==> config.mk <==
export PLATFORM = sky130hd
export DESIGN_NAME = fbi_fault_blink
export DESIGN_NICKNAME = d
export VERILOG_FILES = /design/src/design/fbi_pkg.sv /design/src/design/fbi_fault_blink.sv
export VERILOG_INCLUDE_DIRS = /design/src /design/src/design
export SDC_FILE = /design/constraint.sdc
export NUM_CORES = 1
export LEC_CHECK = 0
export BUFFER_PORTS_ARGS = -buffer_cell sky130_fd_sc_hd__buf_2
export CORE_MARGIN = 4
export CORE_UTILIZATION = 58
export DETAILED_ROUTE_END_ITERATION = 16
export GPL_ROUTABILITY_DRIVEN = 0
export PLACE_DENSITY = 0.91
export SYNTH_ARGS = -nofsm -noshare
export SYNTH_HDL_FRONTEND = slang
export SYNTH_SLANG_ARGS = --single-unit
==> constraint.sdc <==
create_clock -name clk_sys -period 6.6 [get_ports clk_sys]
set_clock_uncertainty 0.1 [all_clocks]
set_input_delay 0.66 -clock clk_sys [delete_from_list [all_inputs] [get_ports clk_sys]]
set_output_delay 0.66 -clock clk_sys [all_outputs]
set_load 0.01 [all_outputs]
==> src/design/fbi_defs.svh <==
// Constant definitions for the fault blink indicator.
`ifndef FBI_DEFS_SVH
`define FBI_DEFS_SVH
// Avalon-MM register byte addresses.
`define FBI_ADDR_CTRL 4'h0
`define FBI_ADDR_STATUS 4'h4
`define FBI_ADDR_THERM 4'h8
// Control register bit positions.
`define FBI_CTRL_RESET_KEY 0
`define FBI_CTRL_THERM_CLR 1
// Fault codes.
`define FBI_CODE_NONE 5'h00
`define FBI_CODE_MANUAL 5'h10
`define FBI_CODE_DBL_FIRST 5'h0b
// Manual trip hold time in milliseconds and cycles at 250 MHz.
`define FBI_HOLD_MS 5000
`define FBI_CLK_KHZ 250000
`define FBI_HOLD_CYC (`FBI_HOLD_MS * `FBI_CLK_KHZ)
// Default flash timing in clock cycles.
`define FBI_T_ON 32'd25000000
`define FBI_T_GAP 32'd25000000
`define FBI_T_DGAP 32'd10000000
`define FBI_T_PAUSE 32'd100000000
`endif

==> src/design/fbi_pkg.sv <==
// Types shared by the fault blink indicator.
package fbi_pkg;
    // Phases of the flash sequencer.
    typedef enum logic [1:0] {
        FBI_IDLE,
        FBI_ON,
        FBI_GAP,
        FBI_PAUSE
    } fbi_state_t;
endpackage

==> src/design/fbi_fault_blink.sv <==
// Fault supervisor with latched fault code and coded yellow lamp flashing.
//
// Contract
// - Codes 1-10: N flashes, pause, repeat.
// - Codes 11-15: 1,2,3,5,6 double flashes, pause.
// - Code 16 flashes continuously.
// - Supply undervoltage code 1; overheat code 2.
// - Current-control timeout raises code 3.
// - Phase failure 1/2/3 raises codes 4/5/6.
// - Wrong phase sequence raises code 7.
// - Frequency or zero-crossing failure raises code 8.
// - Bypass current above 4x raises code 9.
// - Current below 12.5 percent raises code 10.
// - Current above 8.5x raises code 11.
// - Thermal model device 12, motor 13.
// - Mains overvoltage 14; no mains 15.
// - Reset held 5s in stop: manual trip.
// - Any fault latches, red lamp lit.
// - Reset key accepted only without start.
// - Reset key keeps thermal memory.
// - Power cycle clears fault and memory.
// - Fault opens normally closed relay.
// - Fault flashing uses a constant rate.
//
// The Avalon-MM interface to the registers and the register addresses were left to the implementer.
`timescale 1ns/1ps
`include "fbi_defs.svh"
module fbi_fault_blink #(
    parameter logic [31:0] T_ON = `FBI_T_ON,
    parameter logic [31:0] T_GAP = `FBI_T_GAP,
    parameter logic [31:0] T_DGAP = `FBI_T_DGAP,
    parameter logic [31:0] T_PAUSE = `FBI_T_PAUSE,
    parameter logic [31:0] HOLD_CYC = 32'(`FBI_HOLD_CYC)
) (
    input wire logic clk_sys,
    input wire logic rst_b,
    input wire logic [14:0] flt_in,
    input wire logic reset_key,
    input wire logic start_cmd,
    input wire logic stop_mode,
    input wire logic [3:0] avs_address,
    input wire logic avs_read,
    input wire logic avs_write,
    input wire logic [31:0] avs_writedata,
    output logic [31:0] avs_readdata,
    output logic avs_waitrequest,
    output logic red_lamp,
    output logic yellow_lamp,
    output logic fault_signal_relay,
    output logic therm_clr
);
    import fbi_pkg::*;

    // Reset synchroniser; the second stage is the design-wide reset.
    // Assertion is asynchronous so the lamps go safe even without a clock,
    // while release is taken on a clock edge so no register starts half a cycle late.
    logic rst_s1_q, rst_s2_q; // First and second release stages.
    always_ff @(posedge clk_sys or negedge rst_b) begin
        if (!rst_b) begin
            rst_s1_q <= 1'b0;
            rst_s2_q <= 1'b0;
        end else begin
            rst_s1_q <= 1'b1;
            rst_s2_q <= rst_s1_q;
        end
    end
    wire rst_n = rst_s2_q;

    // Three-stage input synchronisers; a change counts when stages two and three agree.
    localparam int NIN = 18;
    logic [NIN-1:0] raw;
    logic [NIN-1:0] s1_q, s2_q, s3_q, in_q, in_d;
    assign raw = {stop_mode, start_cmd, reset_key, flt_in};
    // One filter cell per input bit. A pin that bounces between two edges never
    // shows two equal late stages, so the clean copy keeps its last agreed value.
    // The price is one extra cycle of latency on every monitor and on the key.
    genvar gi;
    generate
        for (gi = 0; gi < NIN; gi++) begin : g_sync
            // Stage three is only taken once stage two agrees with it.
            assign in_d[gi] = (s2_q[gi] == s3_q[gi]) ? s3_q[gi] : in_q[gi];
        end
    endgenerate
    always_ff @(posedge clk_sys or negedge rst_n) begin
        if (!rst_n) begin
            s1_q <= '0;
            s2_q <= '0;
            s3_q <= '0;
            in_q <= '0;
        end else begin
            s1_q <= raw;
            s2_q <= s1_q;
            s3_q <= s2_q;
            in_q <= in_d;
        end
    end
    // Clean views of the filtered inputs.
    // Bit positions follow the order of the raw vector above.
    // The monitors keep their pin order, so bit i stands for code i + 1.
    wire [14:0] flt = in_q[14:0];
    wire key_f = in_q[15];
    wire start_f = in_q[16];
    wire stop_f = in_q[17];

    // Fault latch, key hold counter and software reset request.
    // The latched code is the single source for lamps, relay and status; it
    // only changes from none to a code, or from a code back to none.
    logic [4:0] code_q, code_d; // Latched fault code, zero while healthy.
    logic wait_q, wait_d; // Bus wait state, high while a request is not yet answered.
    logic [31:0] hold_q, hold_d;
    logic key_prev_q, key_prev_d;
    logic sw_key_q, sw_key_d;
    logic therm_clr_q, therm_clr_d;
    logic [4:0] pick;
    logic clear_ok;

    // Priority encoder: the lowest asserted code wins within one cycle.
    // Scanning from the top down lets the lowest bit write last, so it wins
    // without a second comparison chain.
    always_comb begin
        pick = `FBI_CODE_NONE;
        for (int i = 14; i >= 0; i--) begin
            if (flt[i]) begin
                pick = 5'(i + 1);
            end
        end
    end

    // Next fault state, manual trip timing and reset acceptance.
    // The hold counter saturates at the threshold, so a key held far longer than
    // the trip time cannot wrap around and trip a second time.
    always_comb begin
        code_d = code_q;
        hold_d = hold_q;
        key_prev_d = key_f;
        sw_key_d = 1'b0;
        therm_clr_d = 1'b0;
        // A key press, physical rising edge or software pulse, with start removed.
        clear_ok = ((key_f && !key_prev_q) || sw_key_q) && !start_f;
        if (key_f && stop_f && code_q == `FBI_CODE_NONE) begin
            if (hold_q < HOLD_CYC) begin
                hold_d = hold_q + 32'h1;
            end
        end else begin
            hold_d = 32'h0;
        end
        if (code_q == `FBI_CODE_NONE) begin
            // Monitors 1..15 map bit i to code i+1.
            if (pick != `FBI_CODE_NONE) begin
                code_d = pick;
            end else if (hold_q >= HOLD_CYC - 32'h1 && key_f && stop_f) begin
                code_d = `FBI_CODE_MANUAL;
                hold_d = 32'h0;
            end
        end else if (clear_ok) begin
            // Thermal memory is not touched by a key reset.
            code_d = `FBI_CODE_NONE;
        end
        // A write takes effect only in the cycle in which waitrequest is low, so
        // a held request pulses the key and the thermal clear exactly once.
        if (avs_write && !wait_q && avs_address == `FBI_ADDR_CTRL) begin
            sw_key_d = avs_writedata[`FBI_CTRL_RESET_KEY];
            therm_clr_d = avs_writedata[`FBI_CTRL_THERM_CLR];
        end
    end

    // Fault registers; power-on reset clears the code and pulses the thermal clear.
    // The power-on flag stretches the thermal clear one cycle past release so the
    // thermal model sees it even if its own reset lifts on the same edge.
    logic por_clr_q;
    always_ff @(posedge clk_sys or negedge rst_n) begin
        if (!rst_n) begin
            code_q <= `FBI_CODE_NONE;
            hold_q <= 32'h0;
            key_prev_q <= 1'b0;
            sw_key_q <= 1'b0;
            therm_clr_q <= 1'b0;
            por_clr_q <= 1'b1;
        end else begin
            code_q <= code_d;
            hold_q <= hold_d;
            key_prev_q <= key_prev_d;
            sw_key_q <= sw_key_d;
            therm_clr_q <= therm_clr_d;
            por_clr_q <= 1'b0;
        end
    end

    // Flash sequencer: constant-rate groups whose count follows the latched code.
    // Codes differ in flash count, in pairing for codes 11-15 and in the pause that code 16 skips;
    // each on and off time is a fixed parameter, which keeps fault flashing apart from the ramp flashing.
    fbi_state_t st_q, st_d;
    logic [31:0] tmr_q, tmr_d;
    logic [3:0] cnt_q, cnt_d;
    logic half_q, half_d;
    logic [3:0] groups;
    logic dbl;

    // Group count per code; a count of four is skipped for double flashes.
    // Double flash codes share the single flash timer; the half flag marks the
    // second flash of a pair, and only that one advances the group count.
    always_comb begin
        dbl = code_q >= `FBI_CODE_DBL_FIRST && code_q < `FBI_CODE_MANUAL;
        case (code_q)
            5'h0b: groups = 4'h1;
            5'h0c: groups = 4'h2;
            5'h0d: groups = 4'h3;
            5'h0e: groups = 4'h5;
            5'h0f: groups = 4'h6;
            default: groups = code_q[3:0];
        endcase
    end

    // Fixed timing parameters give a constant flash rate in fault mode.
    // Each timer load is one less than its length because the zero count is
    // itself a cycle of the phase.
    always_comb begin
        st_d = st_q;
        tmr_d = (tmr_q != 32'h0) ? tmr_q - 32'h1 : 32'h0;
        cnt_d = cnt_q;
        half_d = half_q;
        case (st_q)
            FBI_IDLE: begin
                if (code_q != `FBI_CODE_NONE) begin
                    st_d = FBI_ON;
                    tmr_d = T_ON - 32'h1;
                    cnt_d = 4'h1;
                    half_d = 1'b0;
                end
            end
            FBI_ON: begin
                if (tmr_q == 32'h0) begin
                    if (code_q == `FBI_CODE_MANUAL) begin
                        st_d = FBI_GAP;
                        tmr_d = T_GAP - 32'h1;
                    end else if (dbl && !half_q) begin
                        st_d = FBI_GAP;
                        tmr_d = T_DGAP - 32'h1;
                    end else if (cnt_q >= groups) begin
                        st_d = FBI_PAUSE;
                        tmr_d = T_PAUSE - 32'h1;
                    end else begin
                        st_d = FBI_GAP;
                        tmr_d = T_GAP - 32'h1;
                    end
                end
            end
            FBI_GAP: begin
                if (tmr_q == 32'h0) begin
                    st_d = FBI_ON;
                    tmr_d = T_ON - 32'h1;
                    if (dbl && !half_q) begin
                        half_d = 1'b1;
                    end else begin
                        half_d = 1'b0;
                        cnt_d = cnt_q + 4'h1;
                    end
                end
            end
            FBI_PAUSE: begin
                if (tmr_q == 32'h0) begin
                    st_d = FBI_IDLE;
                end
            end
            default: st_d = FBI_IDLE;
        endcase
        if (code_q == `FBI_CODE_NONE) begin
            st_d = FBI_IDLE;
        end
    end

    // Lamp and relay next values.
    // They follow the next values so red lamp and relay change on the same edge as the
    // code, and the yellow lamp on the same edge as the sequencer state.
    logic red_d, yel_d, rel_d;
    always_comb begin
        red_d = code_d != `FBI_CODE_NONE;
        rel_d = code_d == `FBI_CODE_NONE;
        yel_d = st_d == FBI_ON;
    end

    // Sequencer and output registers.
    // Every top-level output leaves from a flop, so the relay coil and the lamps
    // never see a combinational glitch.
    always_ff @(posedge clk_sys or negedge rst_n) begin
        if (!rst_n) begin
            st_q <= FBI_IDLE;
            tmr_q <= 32'h0;
            cnt_q <= 4'h0;
            half_q <= 1'b0;
            red_lamp <= 1'b0;
            yellow_lamp <= 1'b0;
            fault_signal_relay <= 1'b1;
            therm_clr <= 1'b1;
        end else begin
            st_q <= st_d;
            tmr_q <= tmr_d;
            cnt_q <= cnt_d;
            half_q <= half_d;
            red_lamp <= red_d;
            yellow_lamp <= yel_d;
            fault_signal_relay <= rel_d;
            therm_clr <= therm_clr_q | por_clr_q;
        end
    end

    // Avalon slave: one wait cycle, then the answer with read data.
    // The wait cycle lets the status word settle before it is registered;
    // back-to-back requests therefore take two cycles each.
    logic [31:0] rd_d; // Next read data word.
    always_comb begin
        wait_d = 1'b1;
        rd_d = avs_readdata;
        if ((avs_read || avs_write) && wait_q) begin
            wait_d = 1'b0;
            case (avs_address)
                `FBI_ADDR_STATUS: rd_d = {24'h0, red_lamp, yellow_lamp, fault_signal_relay, code_q};
                `FBI_ADDR_THERM: rd_d = {31'h0, therm_clr};
                default: rd_d = 32'h0;
            endcase
        end
    end
    always_ff @(posedge clk_sys or negedge rst_n) begin
        if (!rst_n) begin
            wait_q <= 1'b1;
            avs_readdata <= 32'h0;
        end else begin
            wait_q <= wait_d;
            avs_readdata <= rd_d;
        end
    end
    assign avs_waitrequest = wait_q;

    // Checks on latching, lamps, relay and reset acceptance.
    // Red lamp and relay are registered from the same next value as the code, so
    // they are compared with the code in the same cycle rather than one later.
    property p_relay;
        @(posedge clk_sys) disable iff (!rst_n)
        (code_q != 5'h0) |-> !fault_signal_relay;
    endproperty
    a_relay: assert property (p_relay) else $error("relay not open");
    property p_closed;
        @(posedge clk_sys) disable iff (!rst_n)
        (code_q == 5'h0) |-> fault_signal_relay;
    endproperty
    a_closed: assert property (p_closed) else $error("relay open without fault");
    property p_red;
        @(posedge clk_sys) disable iff (!rst_n) (code_q != 5'h0) |-> red_lamp;
    endproperty
    a_red: assert property (p_red) else $error("red lamp dark in fault");
    property p_hold;
        @(posedge clk_sys) disable iff (!rst_n)
        (code_q != 5'h0 && start_f) |=> (code_q == $past(code_q));
    endproperty
    a_hold: assert property (p_hold) else $error("fault cleared with start on");
    property p_first;
        @(posedge clk_sys) disable iff (!rst_n)
        (code_q == 5'h0 && flt[0]) |=> code_q == 5'h1;
    endproperty
    a_first: assert property (p_first) else $error("lowest code not latched");
    property p_yel;
        @(posedge clk_sys) disable iff (!rst_n) (code_q == 5'h0) |=> !yellow_lamp;
    endproperty
    a_yel: assert property (p_yel) else $error("yellow flashes without fault");
    // The manual trip never enters the long pause, so its flashing is uninterrupted.
    property p_steady;
        @(posedge clk_sys) disable iff (!rst_n)
        (code_q == `FBI_CODE_MANUAL) |-> (st_q != FBI_PAUSE);
    endproperty
    a_steady: assert property (p_steady) else $error("manual trip paused");
    // Covers for a counted code, a double flash code and the manual trip.
    c_fault: cover property (@(posedge clk_sys) code_q == 5'h3 ##1 yellow_lamp);
    c_dbl: cover property (@(posedge clk_sys) code_q == 5'h0e && st_q == FBI_PAUSE);
    c_man: cover property (@(posedge clk_sys) code_q == `FBI_CODE_MANUAL);
endmodule

* After elaboration in Yosys (flattened, before gate mapping)
Cells that the tools add are included.
W data, S select, Z words.
** Storage, ports and cells
- Register bits after elaboration :: 191
- Bits in latches :: 0
- Memory bits (writable) :: 0
- ROM bits :: 0
- Output and inout bits :: 37
- Logic and storage cells :: 164
- Memories kept :: 0
** Operators by class
- Add/subtract/negate cells :: 3
- Multiply operators :: 0
- Div/mod/pow operators :: 0
- $lt $le $gt $ge :: 5
- Equality and inequality tests :: 33
- Shift-type cells :: 0
- Multiplexer cells :: 54
- Bitwise operators :: 1
- Reductions and logical operators :: 29
** Operators by type and width (number)
- $mux W32 :: 9
- $pmux W32 S3 :: 1
- $mux W5 :: 18
- $mux W27 :: 3
- $add A32 B1 Y32 const B :: 1
- $ge A32 B31 Y1 const B :: 1
- $logic_not A32 Y1 :: 1
- $lt A32 B31 Y1 const B :: 1
- $reduce_bool A32 Y1 :: 1
- $sub A32 B1 Y32 const B :: 1
- $eq A5 B4 Y1 const B :: 5
- $pmux W4 S5 :: 1
- $eq A1 B1 Y1 :: 18
- $mux W4 :: 4
- $pmux W8 S2 :: 1
- $reduce_bool A5 Y1 :: 3
- $logic_and A1 B1 Y1 :: 11
- $logic_not A5 Y1 :: 2
- $mux W2 :: 5
- $mux W1 :: 9
- $pmux W2 S4 :: 1
- $pmux W4 S2 :: 1
- $ne A2 B2 Y1 const B :: 3
- $eq A5 B5 Y1 const B :: 1
- other kinds (17) :: 23

* Logic depth before layout (Yosys ltp)
Gate-level depths: netlist of run 1.
- Word-level depth :: 19
- Mapped depth :: 11

* Worst setup path after synthesis of run 1
No wires, ideal clock.
- Path type :: register to register
- From :: register tmr_q[14]
- To :: register cnt_q[2]
- Library setup time :: 0.120 ns
- Arrival :: 2.423 ns
- Data required time :: 6.380 ns
- Setup slack :: 3.956 ns
- Cell stages (with the launch flop) :: 7
- Buffers on the path :: 0
- Clock period less this slack :: 2.644 ns
- Cell sequence :: dfrtp_1 -> or4_4 -> or4_4 -> or4_4 -> nor2_8 -> a31oi_1 -> a41o_1
** Between the ends
- Cells in the longest elaborated chain, start to end :: 3
** Ends and longest elaborated chain
- start, declared :: line fbi_fault_blink.sv:193 : logic [31:0] tmr_q, tmr_d;
- start signal, assigned :: line fbi_fault_blink.sv:297 : tmr_q <= tmr_d;
- $logic_not A32 Y1 :: line fbi_fault_blink.sv:249 : if (tmr_q == 32'h0) begin
- $ne A2 B2 Y1 (no source line)
- $reduce_and A4 Y1 (no source line)
- end signal, assigned :: line fbi_fault_blink.sv:298 : cnt_q <= cnt_d;
- end, declared :: line fbi_fault_blink.sv:194 : logic [3:0] cnt_q, cnt_d;
No other way between the ends.
A chain may end at the register's enable or synchronous reset.

* Worst setup path after layout of run 1
- From :: register hold_q[26]
- To :: register hold_q[7]
** Between the ends
- Cells in the longest elaborated chain, start to end :: 6
- Elaborated cells between the ends (all ways) :: 9
** Ends and longest elaborated chain
- start, declared :: line fbi_fault_blink.sv:110 : logic [31:0] hold_q, hold_d;
- start signal, assigned :: line fbi_fault_blink.sv:181 : hold_q <= hold_d;
- $lt A32 B31 Y1 or $ge A32 B31 Y1 (tied branches) :: line fbi_fault_blink.sv:141, fbi_fault_blink.sv:151
- $mux W32 or $logic_and A1 B1 Y1 (tied branches) :: line fbi_fault_blink.sv:141, fbi_fault_blink.sv:151
- $mux W32 or $logic_and A1 B1 Y1 (tied branches) :: line fbi_fault_blink.sv:140, fbi_fault_blink.sv:151
- $mux W32 :: line fbi_fault_blink.sv:151 : end else if (hold_q >= HOLD_CYC - 32'h1 && key_f && stop_f) begin
- $mux W32 :: line fbi_fault_blink.sv:149 : if (pick != `FBI_CODE_NONE) begin
- $mux W32 * :: line fbi_fault_blink.sv:147 : if (code_q == `FBI_CODE_NONE) begin
- named net hold_d[7] :: line fbi_fault_blink.sv:110
Mark *: on every way through the listed nets, which the timed path passes. The rest lies on a longest branch.

==> results.toml, run 1 <==
[place]
portBuffers = 40
pre_cts_ws_ps = 3690
dp_hpwl_mm = 10.1
postPlaceCellArea_um2 = 7510
dp_cells = 856

[synthesis]
ys_types = 56
yosysWarnings = 0
synthesis.area_um2 = 7250
synth_edf_count = 0
synth-async-reset-ratio = 1.00
ys_top_cells_by_area = "dfrtp_1 (56%), xnor2_1 (4.6%), nor2_1 (3.5%)"
synth.avg_cell_area_um2 = 10.9
ys_seq_area_frac = 0.577
synth_commonest_cells = "dfrtp_1 (163), nor2_1 (68), nand2_1 (39)"
yosysTopAreaCell = "dfrtp_1"
synth_cells = 666
yosysMostFrequentCell = "dfrtp_1"
synthFlopType = "dfrtp_1"
synth_top_area_frac = 0.563
synth-seq-cells = 167

[finish]
antennaDiodeCount = 0
seq_area_um2 = 4190
drive_gt1_frac = 0.128
multiInputGateArea_um2 = 2810
area_growth_pct = 11.8
postLayoutCellArea_um2 = 8100
final_cells = 889
nFillCells = 872
nets = 773

[power]
p_comb_frac = 0.114
power_density_nw_per_um2 = 298
intPower_uw = 1730
power_switching_uw = 687
p_sw_frac = 0.284
power_uw = 2420
max-vdd-ir-drop_v = 0.000336
p_leak_uw = 0.00339
seqPwrFrac = 0.485
pwr-share-clk = 0.401

[routing]
wl_mm = 14.9
vias = 5261
post_drt_wl_per_cell_um = 16.8
drc_errors = 0
via_per_inst = 5.92
detail-route-antenna-nets = 0
initialDrtViolationCount = 329
firstDrtPassIters = 7

[setup_path]
path_cells = "nor4bb_1 -> nand4_1 -> nor3_2 -> or3_1 -> xor2_1 -> nor2_1"
start_kind = "flip-flop"
crit_type = "reg2reg"
crit_required_ps = 6800
cp-end-kind = "flip-flop"
crit_path_max_fanout = 23
slowest_stage = "nor3_2"
crit_arrival_ps = 3160
slowest_delay_ps = 1090

[global_routing]
grt_use_total = 0.220
grt_pass1_vias = 5293
grt_pass1_wl_mm = 25.1
grt_max_degree = 65
overflow = 0
antenna_found_initial = 0

[sta]
setup_violations = 0
fin_ws_ps = 3640
timing.final.hold_violations = 0
relSlewSlack = 0.124
rsz0062_at_grt = "no"
worst_pin_slew_ps = 1310
period_share = 0.449
timing.setup.tns_ps = 0
fmax_mhz = 337
fin_crit_ps = 2960
drv_slew = 0

[clock_tree]
cts_root_buf = "clkbuf_16"
clock-sinks = 167
clockBufferDepth = 2
post-cts-setup-buffers = 0
cts.clk_slew.worst_paths_ps = 70
cts_max_level = 4
cts_tree = "done"
cts_buffers = 17
clock_latency_ps = 430

[die]
core_region_area_um2 = 12100
initial_core_util = 0.598
fp.dieW_um = 120
die_area_um2 = 14300
dieHeight_um = 120
ios = 95
num_rows = 40

[worst_hold_path]
hold_path_class = "reg2async"

[outcome]
status = "finished clean"

[run]
cap_violations = 0
==> registers in the layout (all words and copies together) (netlist names) <==
signal and cells:
por_clr_q 1, hold_q 32, therm_clr 1, st_q 2
key_prev_q 1, code_q 5, half_q 1, tmr_q 32
rst_s1_q 1, avs_readdata 8, fault_signal_relay 1, rst_n 1
s3_q 18, therm_clr_q 1, s1_q 18, in_q 18
yellow_lamp 1, red_lamp 1, cnt_q 4, sw_key_q 1
s2_q 18, avs_waitrequest 1
==> cell type report <==
cell class / instances / area share
Tap cell: 168 / 0.0259
Clock buffer: 17 / 0.0525
Clock inverter: 15 / 0.0196
Inverter: 18 / 0.00834
Sequential cell: 167 / 0.517
Multi-Input combinational cell: 459 / 0.347
Timing Repair Buffer: 45 / 0.0297
==> metrics by stage <==
stage	util	hold WS (ps)
3_5_place_dp	0.620	217
6_report	0.669	202
3_3_place_gp	0.620	210
2_1_floorplan	-	231
4_1_cts	0.669	216
5_1_grt	0.669	209
==> critical path: cells and delay by family (launching register included) <==
kind	cells	cell delay, ps
XOR/XNOR	1	190
AND/OR/NAND/NOR	5	2120
flip-flops	1	440
==> power groups by stage <==
stage	combinational (uW)	sequential [uW]	clock, uW
final	275	1170	971
after global routing	306	1180	1040
after CTS	272	1170	989
after detailed placement	269	1190	0
after global placement	256	1180	0
after floorplan	212	1170	0
==> layout by cell type, fill, tap and decap left out, types with 5 or more instances in the layout <==
| master | instances |
|---|---|
| nand2b_1 | 5 |
| clkbuf_16 | 17 |
| nor3_1 | 24 |
| nor2b_1 | 6 |
| xnor2_1 | 38 |
| maj3_1 | 18 |
| buf_2 | 40 |
| inv_6 | 5 |
| a21oi_1 | 23 |
| and3_1 | 6 |
| conb_1 | 26 |
| o21ai_0 | 36 |
| xor2_1 | 12 |
| nand2_1 | 39 |
| o21ai_1 | 7 |
| nand4_1 | 11 |
| or3_1 | 17 |
| a22o_1 | 9 |
| or4_1 | 7 |
| and2_1 | 5 |
| nor2_1 | 68 |
| nor4_1 | 23 |
| nor4b_1 | 5 |
| inv_1 | 18 |
| nand3_1 | 16 |
| a211oi_1 | 5 |
| dfrtp_1 | 162 |
| ha_1 | 7 |
| o31ai_1 | 6 |
==> path summary, 6_finish.rpt <==
path                       cells past startpoint  slack (ps)                  from                    to
hold / removal                                 0         200       rst_n$_DFF_PN0_  in_q[10]$_DFFE_PN0N_
setup / recovery                               6        3640  hold_q[26]$_DFF_PN0_   hold_q[7]$_DFF_PN0_
hold reg to reg                                0         200       rst_n$_DFF_PN0_  in_q[10]$_DFFE_PN0N_
setup reg to reg                               6        3640  hold_q[26]$_DFF_PN0_   hold_q[7]$_DFF_PN0_
min in group clk_sys                           1         240            flt_in[14]    s1_q[14]$_DFF_PN0_
max in group asynchronous                      1        4990       rst_n$_DFF_PN0_    tmr_q[8]$_DFF_PN0_
==> cells by family (layout without fill, tap and decap cells) <==
kind of cell,count (synthesis),count (layout),share of synthesized area
AND/OR/NAND/NOR,251,251,0.185
flip-flops,167,167,0.577
AO/OA/AOI/OAI,105,105,0.0888
buffers and inverters,64,95,0.0477
XOR/XNOR,50,50,0.0604
adder cells (fa/ha/maj),25,25,0.0370
other,2,26,0.00104
multiplexers,2,2,0.00276
==> routing by layer <==
metal / global-route usage / vias up / part of all wire
met5: 0 / - / 0
met1: 0.268 / 2624 / 0.40
li1: - / 2397 / -
met2: 0.377 / 198 / 0.53
met3: 0.0575 / 42 / 0.050
met4: 0.0823 / 0 / 0.022
==> timing repair <==
item / CTS / global route
gates resized for setup: 0 / 0
hold buffers: 1 / 0
endpoints found under the hold margin: 2 / 0
(Power assumes the default switching activity.)
==> inputs of run 2 (changes only) <==
Clock period 6.6 ns to 2.9 ns, I/O delays scaled along.
==> results.toml, run 2 (synthesized netlist as in run 1, its figures left out) <==
[global_routing]
antenna_found_initial = 0
grt_util_met2 = 0.413
grt_pass1_wl_mm = 27.6
grt_pass1_vias = 5720
grt_max_degree = 60
use_met3 = 0.0707
overflow = 0
gr-usage-met1 = 0.284
grt_busiest_layer = "met2"
grt_use_total = 0.245

[clock_tree]
post-cts-setup-buffers = 0
cts_root_buf = "clkbuf_16"
cts.clk_slew.worst_paths_ps = 70
clock_latency_ps = 430
cts_tree = "done"
clock-sinks = 167
clockBufferDepth = 2
cts_max_level = 4
cts_buffers = 17

[sta]
timing.final.hold_violations = 0
relSlewSlack = 0.414
drv_slew = 0
rsz0062_at_grt = "no"
setup_violations = 0
fin_crit_ps = 2840
fmax_mhz = 352
period_share = 0.981
fin_ws_ps = 56.0
worst_pin_slew_ps = 873
timing.setup.tns_ps = 0
whs_ps = 78.0

[setup_path]
crit_required_ps = 3110
cp-end-kind = "flip-flop"
start_kind = "flip-flop"
crit_type = "reg2reg"
cp_common_cell = "or4_4"
slowest_delay_ps = 560
slowest_stage = "or4_4"
crit_path_max_fanout = 5
path_cells = "or4_4 -> or4_4 -> or4_1 -> nor2_1 -> a21oi_1 -> a32o_1"
crit_arrival_ps = 3050

[die]
core_region_area_um2 = 12100
initial_core_util = 0.598
die_area_um2 = 14300
dieHeight_um = 120
fp.dieW_um = 120
num_rows = 40
ios = 95

[power]
max-vdd-ir-drop_v = 0.000555
power_density_nw_per_um2 = 658
p_leak_uw = 0.00354

[routing]
vias = 5544
initialDrtViolationCount = 559
firstDrtPassIters = 5
post_drt_wl_per_cell_um = 18.3
drc_errors = 0
detail-route-antenna-nets = 0
via_per_inst = 6.01
wl_mm = 16.9

[place]
pre_cts_ws_ps = 101
dp_hpwl_mm = 10.5
postPlaceCellArea_um2 = 7620
portBuffers = 40

[finish]
nets = 807
mostFrequentLayoutCell = "dfrtp_1"
area_growth_pct = 16.0
top_regs = "hold_q (32), tmr_q (32)"
postLayoutCellArea_um2 = 8410
final_util = 0.694
antennaDiodeCount = 0
layout_common_cells = "dfrtp_1 (162), nor2_1 (68), buf_2 (40), nand2_1 (39), xnor2_1 (38)"
drive_gt1_frac = 0.140

[worst_hold_path]
hold_path_class = "in2async"

[outcome]
status = "finished clean"

[run]
cap_violations = 0
run 2: cell count changes in the layout (fill, tap and decap cells not counted), sizes merged:
cell,change
dlygate4sd3,+20
buf,+14
inv,-2
clkbuf,+1
clkinvlp,+1
run 2: area by class of cell:
type | count | area, um^2
multi-input combinational | 459 | 2820
inverter | 18 | 67.6
clock inverter | 14 | 140
clock buffer | 18 | 429
fill | 805 | 3700
tap | 168 | 210
timing repair buffer | 79 | 558
sequential | 167 | 4190
run 2: per-layer routing:
metal,vias to the layer above,wire [um],share of wire
li1,2452,-,-
met1,2731,6380,0.38
met2,285,8630,0.51
met3,76,1210,0.071
met4,0,688,0.041
met5,-,0,0
run 2: what timing repair did:
action	in CTS	in global routing
resized for setup	0	1
hold buffers	21	0
hold endpoints to repair	22	0
endpoints found under the setup margin	0	32
run 2: stage by stage:
step	std cells	power, uW
final	923	5530
after global routing	923	5770
after CTS	923	5550
after detailed placement	870	3350
after global placement	870	3300
after floorplan	690	3130
run 2: where the power goes:
part	internal (uW)	switching [uW]
Combinational	270	431
Sequential	2490	168
Clock	1210	968
run 2: path summary, 6_finish.rpt:
path / start / to / slack (ps) / depth (start not counted)
worst min register to register: s1_q[1]$_DFF_PN0_ / s2_q[1]$_DFF_PN0_ / 240 / 0
worst max-delay path: tmr_q[15]$_DFF_PN0_ / half_q$_DFFE_PN0P_ / 60 / 6
worst min-delay path: rst_b / rst_n$_DFF_PN0_ / 80 / 2
min in group clk_sys: avs_address[1] / avs_readdata[0]$_DFFE_PN0P_ / 120 / 3
max in group asynchronous: rst_n$_DFF_PN0_ / therm_clr$_DFF_PN1_ / 1530 / 1
worst max register to register: tmr_q[15]$_DFF_PN0_ / half_q$_DFFE_PN0P_ / 60 / 6
run 2: critical path, delay by kind of cell, from the launching register on:
family	cells	cell delay, ps
compound gates	2	390
flops	1	420
simple gates	4	1820
==> inputs of run 3 (changes only) <==
Settings changed: ABC_AREA set to 1.
==> results.toml, run 3 <==
[outcome]
status = "finished clean"

[setup_path]
crit_required_ps = 3120
crit_arrival_ps = 2990
slowest_delay_ps = 450
crit_type = "reg2reg"
path_cells = "ha_1 -> nand3_1 -> o31ai_1 -> nand2_1 -> nand2_1 -> nand2_1 -> a21oi_1 -> nand4_1 -> nand2_2 -> inv_1 -> o21ai_0 -> nor2_1"
start_kind = "flip-flop"
cp-end-kind = "flip-flop"
critical_path.top_delay_family = "simple AND/OR/NAND/NOR gates"
cp_common_cell = "nand2_1"
cp_num_buf_inv = 1
slowest_stage = "dfrtp_1"
crit_path_max_fanout = 11
reg2reg_slack_ps = 130

[sta]
setup_violations = 0
drv_slew = 0
relSlewSlack = 0.186
fmax_mhz = 361
rsz0062_at_grt = "no"
worst_pin_slew_ps = 1210
timing.setup.tns_ps = 0
timing.final.hold_violations = 0
fin_crit_ps = 2770
period_share = 0.954

[routing]
vias = 6487
via_per_inst = 5.68
post_drt_wl_per_cell_um = 16.8
detail-route-antenna-nets = 0
firstDrtPassIters = 5
initialDrtViolationCount = 688
wl_mm = 19.2
drc_errors = 0

[global_routing]
grt_pass1_vias = 6639
grt_use_total = 0.251
grt_pass1_wl_mm = 31.8
grt_max_degree = 56
antenna_found_initial = 0
overflow = 0

[clock_tree]
post-cts-setup-buffers = 0
cts_root_buf = "clkbuf_16"
clockBufferDepth = 2
clock-sinks = 167
cts_max_level = 4
clock_latency_ps = 440
cts.clk_slew.worst_paths_ps = 80
cts_buffers = 17
cts_tree = "done"

[synthesis]
synth_commonest_cells = "dfrtp_1 (163), nand2_1 (146), inv_1 (116)"
yosysMostFrequentCell = "dfrtp_1"
synth_edf_count = 0
synthFlopType = "dfrtp_1"
synth-seq-cells = 167
synth.avg_cell_area_um2 = 9.04
synth_cells = 871
yosysTopAreaCell = "dfrtp_1"
synthesis.area_um2 = 7870
ys_top_cells_by_area = "dfrtp_1 (52%), nand2_1 (7.0%), inv_1 (5.5%)"
ys_types = 48
ys_seq_area_frac = 0.532
yosysWarnings = 0
synth-async-reset-ratio = 1.00
synth_top_area_frac = 0.518

[finish]
top_regs = "hold_q (32), tmr_q (32)"
area_growth_pct = 15.8
final_cells = 1142
antennaDiodeCount = 0
nets = 1018
layout_common_cells = "dfrtp_1 (162), nand2_1 (146), inv_1 (116), nor2_1 (115), o21ai_0 (43)"
drive_gt1_frac = 0.134
mostFrequentLayoutCell = "dfrtp_1"

[power]
max-vdd-ir-drop_v = 0.000480
power_uw = 5970
p_leak_uw = 0.00428
power_density_nw_per_um2 = 656

[die]
num_rows = 42
dieHeight_um = 124
initial_core_util = 0.594
core_region_area_um2 = 13200
die_area_um2 = 15500
fp.dieW_um = 124
ios = 95

[run]
cap_violations = 0

[worst_hold_path]
hold_path_class = "in2async"

[place]
portBuffers = 40
dp_cells = 1089
dp_hpwl_mm = 11.8
## run 3: changes by cell type in the layout (fill, tap and decap cells not counted), sizes merged, moves of 15 or more
cell / previous run / this run
or3: 17 / 0
nor4: 23 / 8
nand3: 16 / 32
inv: 24 / 124
nor2: 69 / 130
nand2: 39 / 152
xnor2: 38 / 11
## run 3: layout make-up
cell class	count	area, um^2
Tap cell	176	220
Inverter	121	455
Clock buffer	17	425
Fill cell	839	4130
Timing Repair Buffer	68	475
Multi-Input combinational cell	578	3130
Sequential cell	167	4190
Clock inverter	15	220
## run 3: final timing paths
check / from / cells after the start / endpoint
max in group asynchronous: rst_n$_DFF_PN0_ / 1 / in_q[14]$_DFFE_PN0N_
min in group clk_sys: avs_address[0] / 4 / avs_readdata[0]$_DFFE_PN0P_
worst max register to register: hold_q[0]$_DFF_PN0_ / 12 / hold_q[16]$_DFF_PN0_
worst min register to register: s1_q[0]$_DFF_PN0_ / 0 / s2_q[0]$_DFF_PN0_
worst max-delay path: hold_q[0]$_DFF_PN0_ / 12 / hold_q[16]$_DFF_PN0_
worst min-delay path: rst_b / 2 / rst_n$_DFF_PN0_
## run 3: cells by family after synthesis
group                      after synthesis  share of synthesized area
AOI/OAI and AO/OA                       99                     0.0688
DFF                                    167                      0.532
and+or+nand+nor                        392                      0.241
xor gates and xnor gates                36                     0.0401
other                                    2                   0.000954
adders and majority gates               25                     0.0340
buffers and inverters                  150                     0.0833
## run 3: where the power goes
| group | switching [uW] | internal (uW) | total [uW] | leakage [uW] |
|---|---|---|---|---|
| Clock | 1160 | 1190 | 2350 | 0.000302 |
| Combinational | 623 | 312 | 936 | 0.00193 |
| Sequential | 174 | 2510 | 2680 | 0.00204 |
| Total | 1960 | 4020 | 5970 | 0.00428 |
## run 3: what timing repair did
action                                  CTS  global route
gates resized for setup                   0             2
hold endpoints to repair                 22             0
endpoints found under the setup margin    0             8
hold buffers                             21             0
## run 3: per-layer routing
layer / routed length [um] / vias up / share of wire / GRT usage
met4: 670 / 0 / 0.035 / 0.0986
met1: 7100 / 3176 / 0.37 / 0.293
met2: 10300 / 306 / 0.54 / 0.456
met3: 1110 / 74 / 0.058 / 0.0467
li1: - / 2931 / - / -
met5: 0 / - / 0 / 0
## run 3: through the flow
step | area (um^2) | utilization | hold slack (ps) | setup WS (ps)
2_1_floorplan | 7960 | - | -106 | 41.8
3_3_place_gp | 8250 | 0.623 | -23.8 | 392
3_5_place_dp | 8250 | 0.623 | -20.0 | 274
4_1_cts | 9100 | 0.688 | 54.2 | 187
5_1_grt | 9110 | 0.688 | 86.9 | 14.8
6_report | 9110 | 0.688 | 78.6 | 134
